--- src/logic/pfid_pkg.sv ---
// Shared offsets, field layouts and bus carriers of the partition feature ID bank
package pfid_pkg;
	localparam int PFID_ADDR_W = 12;
	localparam int PFID_DATA_W = 32;
	localparam int PFID_SEL_W = 4;
	localparam int PFID_CAP_W = 6;
	localparam int PFID_POR_W = 16;
	localparam int PFID_REV_W = 4;
	localparam int PFID_CNT_W = 11;

	// Byte offsets within each feature page
	localparam logic [PFID_ADDR_W-1:0] PFID_ARCH_VERSION_ID_OFS = 12'h020;
	localparam logic [PFID_ADDR_W-1:0] PFID_CACHE_PORTION_FEATURE_ID_OFS = 12'h030;
	localparam logic [PFID_ADDR_W-1:0] PFID_CACHE_CAPACITY_FEATURE_ID_OFS = 12'h038;

	// Field positions
	localparam int PFID_MAJOR_LSB = 4;
	localparam int PFID_MINOR_LSB = 0;
	localparam int PFID_CAP_LSB = 0;
	localparam int PFID_POR_LSB = 0;

	// Legal field ranges and bitmap grouping
	localparam int PFID_CAP_MIN = 1;
	localparam int PFID_CAP_MAX = 16;
	localparam int PFID_POR_MIN = 1;
	localparam int PFID_POR_MAX = 32768;
	localparam int PFID_BITMAP_WORD = 32;
	localparam int PFID_BITMAP_REGS_MAX = 1024;

	// Values after reset
	localparam logic [PFID_DATA_W-1:0] PFID_RDATA_RST = 32'h0000_0000;
	localparam logic [PFID_CNT_W-1:0] PFID_CNT_RST = 11'h000;

	// Register access request, one cycle per access
	typedef struct packed {
		logic valid;
		logic write;
		logic secure;
		logic [PFID_ADDR_W-1:0] addr;
		logic [PFID_DATA_W-1:0] wdata;
	} pfid_req_t;

	// Register access answer
	typedef struct packed {
		logic ack;
		logic [PFID_DATA_W-1:0] rdata;
	} pfid_rsp_t;
endpackage : pfid_pkg

--- src/logic/pfid_inst_field.sv ---
// Per-instance, per-page field lookup for one instance-specific ID field
`timescale 1ns/10ps
`default_nettype none
module pfid_inst_field
	import pfid_pkg::*;
#(
	parameter int NUM_INST = 1,
	parameter int FIELD_W = 6,
	parameter logic [NUM_INST*FIELD_W-1:0] VAL_SECURE = '0,
	parameter logic [NUM_INST*FIELD_W-1:0] VAL_NONSECURE = '0
) (
	input wire logic secure_i,
	input wire logic [PFID_SEL_W-1:0] sel_i,
	output logic [FIELD_W-1:0] field_o
);
	// Missing instances report zero, like a removed instance would
	always_comb begin
		field_o = '0;
		if (int'(sel_i) < NUM_INST) begin
			if (secure_i) begin
				field_o = VAL_SECURE[int'(sel_i)*FIELD_W +: FIELD_W];
			end else begin
				field_o = VAL_NONSECURE[int'(sel_i)*FIELD_W +: FIELD_W];
			end
		end
	end
endmodule : pfid_inst_field
`default_nettype wire

--- src/logic/pfid_regs.sv ---
// Read-only partition feature identification registers with banked pages
// Contract
// - The version register is 32 bits, bits 31:8 read zero and bits 7:4 hold the major revision.
// - Bits 3:0 hold the minor revision and the pair must be a defined valid combination.
// - Forced non-secure partition behaviour exists only for the restricted earliest version.
// - That version issues secure requests with partition id forced non-secure, invisible to software.
// - The version register is read-only and reads the same from secure and non-secure pages.
// - Both a secure and a non-secure feature page exist and hold the ID registers.
// - Without the partitioning extension the version register reads zero.
// - The capacity ID register exists only when capacity partitioning is present, else reads zero.
// - Capacity bits 5:0 give fractional width 1 to 16 and bits 31:6 read zero.
// - With instances present, instance fields follow the instance selector, others stay constant.
// - Capacity and portion ID registers are read-only, readable from both pages, banked if different.
// - The portion ID register exists only when portion partitioning is present, else reads zero.
// - Portion bits 15:0 give bitmap width 1 to 32768 and bits 31:16 read zero.
// - Bitmaps wider than 32 bits span consecutive 32-bit registers, at most 1024.
`timescale 1ns/10ps
`default_nettype none
module pfid_regs
	import pfid_pkg::*;
#(
	parameter bit PART_PRESENT = 1'b1,
	parameter bit CAP_PRESENT = 1'b1,
	parameter bit POR_PRESENT = 1'b1,
	parameter bit INST_PRESENT = 1'b0,
	parameter int NUM_INST = 1,
	// Revision defaults are arbitrary picks among the valid pairs
	parameter logic [PFID_REV_W-1:0] MAJOR_REV = 4'h1,
	parameter logic [PFID_REV_W-1:0] MINOR_REV = 4'h0,
	parameter logic [NUM_INST*PFID_CAP_W-1:0] CAP_WD_SECURE = {NUM_INST{6'h08}},
	parameter logic [NUM_INST*PFID_CAP_W-1:0] CAP_WD_NONSECURE = {NUM_INST{6'h08}},
	parameter logic [NUM_INST*PFID_POR_W-1:0] POR_WD_SECURE = {NUM_INST{16'h0010}},
	parameter logic [NUM_INST*PFID_POR_W-1:0] POR_WD_NONSECURE = {NUM_INST{16'h0010}}
) (
	input wire logic clk_sys_i,
	input wire logic rst_n_i,
	input wire pfid_req_t req_i,
	input wire logic [PFID_SEL_W-1:0] resource_instance_selector_i,
	output pfid_rsp_t rsp_o,
	output logic force_nonsecure_partition_o,
	output logic [PFID_CNT_W-1:0] bitmap_reg_count_o
);
	// Valid version pairs: none, early restricted, base, extended
	localparam bit VER_EARLY = (MAJOR_REV == 4'h0) && (MINOR_REV == 4'h1);
	localparam bit VER_VALID = VER_EARLY || (MAJOR_REV == 4'h1) && (MINOR_REV <= 4'h1)
		|| (MAJOR_REV == 4'h0) && (MINOR_REV == 4'h0);

	// Refuse configurations the bank cannot describe honestly
	function automatic bit fields_ok();
		bit ok;
		ok = 1'b1;
		for (int i = 0; i < NUM_INST; i++) begin
			if (int'(CAP_WD_SECURE[i*PFID_CAP_W +: PFID_CAP_W]) < PFID_CAP_MIN
				|| int'(CAP_WD_SECURE[i*PFID_CAP_W +: PFID_CAP_W]) > PFID_CAP_MAX
				|| int'(CAP_WD_NONSECURE[i*PFID_CAP_W +: PFID_CAP_W]) < PFID_CAP_MIN
				|| int'(CAP_WD_NONSECURE[i*PFID_CAP_W +: PFID_CAP_W]) > PFID_CAP_MAX
				|| int'(POR_WD_SECURE[i*PFID_POR_W +: PFID_POR_W]) < PFID_POR_MIN
				|| int'(POR_WD_SECURE[i*PFID_POR_W +: PFID_POR_W]) > PFID_POR_MAX
				|| int'(POR_WD_NONSECURE[i*PFID_POR_W +: PFID_POR_W]) < PFID_POR_MIN
				|| int'(POR_WD_NONSECURE[i*PFID_POR_W +: PFID_POR_W]) > PFID_POR_MAX) begin
				ok = 1'b0;
			end
		end
		return ok;
	endfunction : fields_ok

	if (!VER_VALID) begin : g_bad_version
		$error("pfid_regs: revision pair is not a valid combination");
	end
	if (!fields_ok()) begin : g_bad_fields
		$error("pfid_regs: capacity or bitmap width out of range");
	end
	if (NUM_INST < 1 || NUM_INST > (1 << PFID_SEL_W)) begin : g_bad_inst
		$error("pfid_regs: instance count not servable by the selector");
	end

	logic [PFID_SEL_W-1:0] sel_eff;
	logic [PFID_CAP_W-1:0] cap_wd;
	logic [PFID_POR_W-1:0] por_wd;
	logic [PFID_POR_W-1:0] por_wd_sec;
	logic [PFID_DATA_W-1:0] rdata_next;
	logic [PFID_CNT_W-1:0] count_next;
	logic ack_reg;
	logic [PFID_DATA_W-1:0] rdata_reg;
	logic force_reg;
	logic [PFID_CNT_W-1:0] count_reg;

	// Without instances the selector is meaningless, so instance zero is shown
	assign sel_eff = INST_PRESENT ? resource_instance_selector_i : '0;

	// Bank for the page of the current access
	pfid_inst_field #(
		.NUM_INST(NUM_INST),
		.FIELD_W(PFID_CAP_W),
		.VAL_SECURE(CAP_WD_SECURE),
		.VAL_NONSECURE(CAP_WD_NONSECURE)
	) u_cap (
		.secure_i(req_i.secure),
		.sel_i(sel_eff),
		.field_o(cap_wd)
	);

	pfid_inst_field #(
		.NUM_INST(NUM_INST),
		.FIELD_W(PFID_POR_W),
		.VAL_SECURE(POR_WD_SECURE),
		.VAL_NONSECURE(POR_WD_NONSECURE)
	) u_por (
		.secure_i(req_i.secure),
		.sel_i(sel_eff),
		.field_o(por_wd)
	);

	// Secure-page bitmap width, which the portion bitmap group follows
	pfid_inst_field #(
		.NUM_INST(NUM_INST),
		.FIELD_W(PFID_POR_W),
		.VAL_SECURE(POR_WD_SECURE),
		.VAL_NONSECURE(POR_WD_SECURE)
	) u_por_grp (
		.secure_i(1'b1),
		.sel_i(sel_eff),
		.field_o(por_wd_sec)
	);

	// Read decode; both pages share one decoder, banking is in the lookups
	always_comb begin
		rdata_next = PFID_RDATA_RST;
		if (req_i.valid && !req_i.write) begin
			unique case (req_i.addr)
				PFID_ARCH_VERSION_ID_OFS: begin
					if (PART_PRESENT) begin
						rdata_next[PFID_MAJOR_LSB +: PFID_REV_W] = MAJOR_REV;
						rdata_next[PFID_MINOR_LSB +: PFID_REV_W] = MINOR_REV;
					end
				end
				PFID_CACHE_CAPACITY_FEATURE_ID_OFS: begin
					if (PART_PRESENT && CAP_PRESENT) begin
						rdata_next[PFID_CAP_LSB +: PFID_CAP_W] = cap_wd;
					end
				end
				PFID_CACHE_PORTION_FEATURE_ID_OFS: begin
					if (PART_PRESENT && POR_PRESENT) begin
						rdata_next[PFID_POR_LSB +: PFID_POR_W] = por_wd;
					end
				end
				default: rdata_next = PFID_RDATA_RST;
			endcase
		end
	end

	// Number of 32-bit words the selected bitmap occupies
	assign count_next = (PART_PRESENT && POR_PRESENT)
		? PFID_CNT_W'((32'(por_wd_sec) + PFID_BITMAP_WORD - 1) / PFID_BITMAP_WORD)
		: PFID_CNT_RST;

	// Answer one cycle after every access, writes included
	always_ff @(posedge clk_sys_i or negedge rst_n_i) begin
		if (!rst_n_i) begin
			ack_reg <= 1'b0;
			rdata_reg <= PFID_RDATA_RST;
		end else begin
			ack_reg <= req_i.valid;
			rdata_reg <= rdata_next;
		end
	end

	// Forcing is fixed by the version and has no software control or status bit
	always_ff @(posedge clk_sys_i or negedge rst_n_i) begin
		if (!rst_n_i) begin
			force_reg <= 1'b0;
		end else begin
			force_reg <= PART_PRESENT && VER_EARLY;
		end
	end

	// Bitmap group size tracks the selector
	always_ff @(posedge clk_sys_i or negedge rst_n_i) begin
		if (!rst_n_i) begin
			count_reg <= PFID_CNT_RST;
		end else begin
			count_reg <= count_next;
		end
	end

	assign rsp_o.ack = ack_reg;
	assign rsp_o.rdata = rdata_reg;
	assign force_nonsecure_partition_o = force_reg;
	assign bitmap_reg_count_o = count_reg;
endmodule : pfid_regs
`default_nettype wire

--- config.mk ---
export PLATFORM = sky130hd
export DESIGN_NAME = pfid_regs
export DESIGN_NICKNAME = d
export VERILOG_FILES = /design/src/logic/pfid_pkg.sv /design/src/logic/pfid_inst_field.sv /design/src/logic/pfid_regs.sv
export SDC_FILE = /design/constraint.sdc
export NUM_CORES = 1
export LEC_CHECK = 0
export ABC_AREA = 1
export CORE_AREA = 2 2 39 41
export DETAILED_ROUTE_END_ITERATION = 10
export DIE_AREA = 0 0 41 43
export DONT_BUFFER_PORTS = 1
export PLACE_DENSITY = 0.58
export SLEW_MARGIN = 20
export SYNTH_ARGS = -nofsm -noshare
export SYNTH_HDL_FRONTEND = slang
export SYNTH_SLANG_ARGS = --single-unit
--- constraint.sdc ---
create_clock -name clk_sys_i -period 0.95 [get_ports clk_sys_i]
set_clock_uncertainty 0.2 [all_clocks]
set_input_delay 0.0475 -clock clk_sys_i [delete_from_list [all_inputs] [get_ports clk_sys_i]]
set_output_delay 0.0475 -clock clk_sys_i [all_outputs]
set_load 0.05 [all_outputs]
==> results.json <==
{
  "synth-main-ff-cell": "dfrtp_1",
  "dr_wl_met3_um": 155,
  "yosysTopAreaCell": "buf_4",
  "synth.most_common_cell": "buf_4",
  "cts_tree": "yes",
  "route.met2.wl_um": 280,
  "start_kind": "flop",
  "fin_crit_sh_pct": 107,
  "largest_reg_flops": 2,
  "clockBufferDepth": 2,
  "ios": 98,
  "grt_pass1_vias": 218,
  "synth.ff_latch_count": 4,
  "n_fill_cell": 156,
  "cp.required_ns": 0.70,
  "worst_hold_slack_ns": -0.200,
  "first_pass_iters": 1,
  "crit_type": "reg2out",
  "drive_gt1_share_pct": 9.52,
  "die_w_um": 41,
  "ff_latch_area_um2": 100,
  "path_delay_family": "flip-flops",
  "violations": "negative hold slack, negative setup slack",
  "power.leakage_nw": 0.375,
  "multi_input_area_um2": 221,
  "dieArea_mm2": 0.00176,
  "wl_met1_um": 141,
  "finalWirelength_um": 586,
  "cp_max_fo": 1,
  "async_flop_share_pct": 100,
  "setup_violations": 4,
  "dp_slack_ns": 0.177,
  "die_h_um": 43,
  "clk_pin_slew_ns": 0.03,
  "post-cts-setup-buffers": 0,
  "crit_chain": "buf_12",
  "nNetsFinal": 139,
  "drt-vias-per-instance": 3.10,
  "synthTopCellsByCount": "42 x buf_4, 8 x inv_1, 7 x nand2_1, 7 x nor2_1, 4 x dfrtp_1",
  "yosysSeqAreaShare_pct": 19.4,
  "top_layer_used": "met4",
  "diodes": 0,
  "grt_setup_unrepaired": "true",
  "end_kind": "output pin",
  "ir_drop_mv": 0.450,
  "arrival_ns": 0.76,
  "yosys_warnings": 0,
  "hold_viol_final": 6,
  "ys_types": 8,
  "overflow": 0,
  "vias": 310,
  "placed_cells": 90,
  "syn_to_final_growth_pct": 7.75,
  "antenna_found_initial": 0,
  "ys_top_cells_by_area": "buf_4 61%, dfrtp_1 19%, inv_1 5.8%",
  "power_density_mw_per_mm2": 1470,
  "worst_slack_ns": -0.0618,
  "netlist_area_um2": 517,
  "max_freq_mhz": 988,
  "status": "complete, but fails checks",
  "grt_max_degree": 5,
  "core_mm2": 0.00138,
  "hp-start": "req_i[39]",
  "hpwl_um": 465,
  "power.total_mw": 0.816,
  "fin_crit_ns": 1.01,
  "cts_root_buf": "clkbuf_4",
  "drt-initial-drc-count": 0,
  "syn_avg_cell_area_um2": 7.18,
  "holdPathStages": 3,
  "cts.htree.levels": 1,
  "numClockSinks": 4,
  "gr-usage-all-layers_pct": 6.83,
  "hold-path-endpoint": "rdata_reg[4]",
  "cts_made_buffers": 3,
  "wire_per_inst_um": 5.86,
  "detail-route-antenna-nets": 0,
  "cap_violations": 0,
  "drc": 0,
  "rows": 14,
  "grt_pass1_wl_um": 738,
  "hold_path.class": "in2reg",
  "slowest_stage": "dfrtp_1",
  "io_buffers": 0,
  "path_buf_inv": 1,
  "synth_edf_count": 0,
  "slew_violations": 0,
  "max_stage_delay_ns": 0.38,
  "fin_cells": 100,
  "yosys.area.top_type_share_pct": 61.0,
  "start_util_pct": 37.3,
  "place_congestion": 0.583,
  "synthCells": 72
}
-- timing repair --
action                     4_1_cts  5_1_grt
gates resized for setup          0        5
pin swaps                        0        7
hold endpoints to repair         7        7
hold buffers                     6        1
gates cloned                     0        0
setup endpoints to repair        4        6
-- worst max-delay path by stage --
stage | cells after the start | from | endpoint | slack, ns
after global placement | 1 | rdata_reg[3] | rsp_o[3] | 0.18
final | 1 | ack_reg | rsp_o[32] | -0.06
after CTS | 1 | rdata_reg[4] | rsp_o[4] | -0.07
after floorplan | 0 | bitmap_reg_count_o[0] | bitmap_reg_count_o[0] | 0.12
after detailed placement | 1 | ack_reg | rsp_o[32] | 0.18
after global routing | 1 | rdata_reg[3] | rsp_o[3] | -0.09
-- area by class of cell --
cell class	count	area share, %
multi-input combinational	58	39.8
timing repair buffer	11	29.2
sequential	4	18.0
inverter	8	5.39
clock buffer	3	4.04
tap	16	3.60
-- routing by layer --
layer	up-vias	global-route usage, %
met3	2	1.57
met5	-	0
met1	119	4.84
met2	41	10.9
met4	0	10.0
li1	148	-
-- layout by cell type, fill, tap and decap left out --
master / count
conb_1: 42
inv_1: 8
nor2_1: 7
nand2_1: 7
dlymetal6s4s_1: 5
dfrtp_1: 4
buf_12: 4
clkbuf_4: 3
dlygate4sd3_1: 2
nand3_1: 1
nor2_2: 1
-- stage by stage --
stage / cell area (um2) / setup TNS (ns) / hold WS (ns) / utilization [%]
after floorplan: 667 / 0 / -0.448 / -
after global placement: 452 / 0 / -0.448 / 32.6
after detailed placement: 452 / 0 / -0.448 / 32.6
after CTS: 534 / -0.328 / -0.181 / 38.6
after global routing: 557 / -0.329 / -0.173 / 40.2
final: 557 / -0.245 / -0.200 / 40.2
-- kinds of logic after synthesis --
| group | after synthesis | share of synthesized area, % |
|---|---|---|
| and+or+nand+nor | 16 | 12.4 |
| other | 2 | 1.45 |
| buffers and inverters | 50 | 66.8 |
| DFF | 4 | 19.4 |
-- where the power goes --
group | internal (mW) | switching [mW]
logic | 0.0473 | 0.389
clock network | 0.141 | 0.0596
registers | 0.176 | 0.00335
No activity file was read; power rests on OpenSTA's default activity.
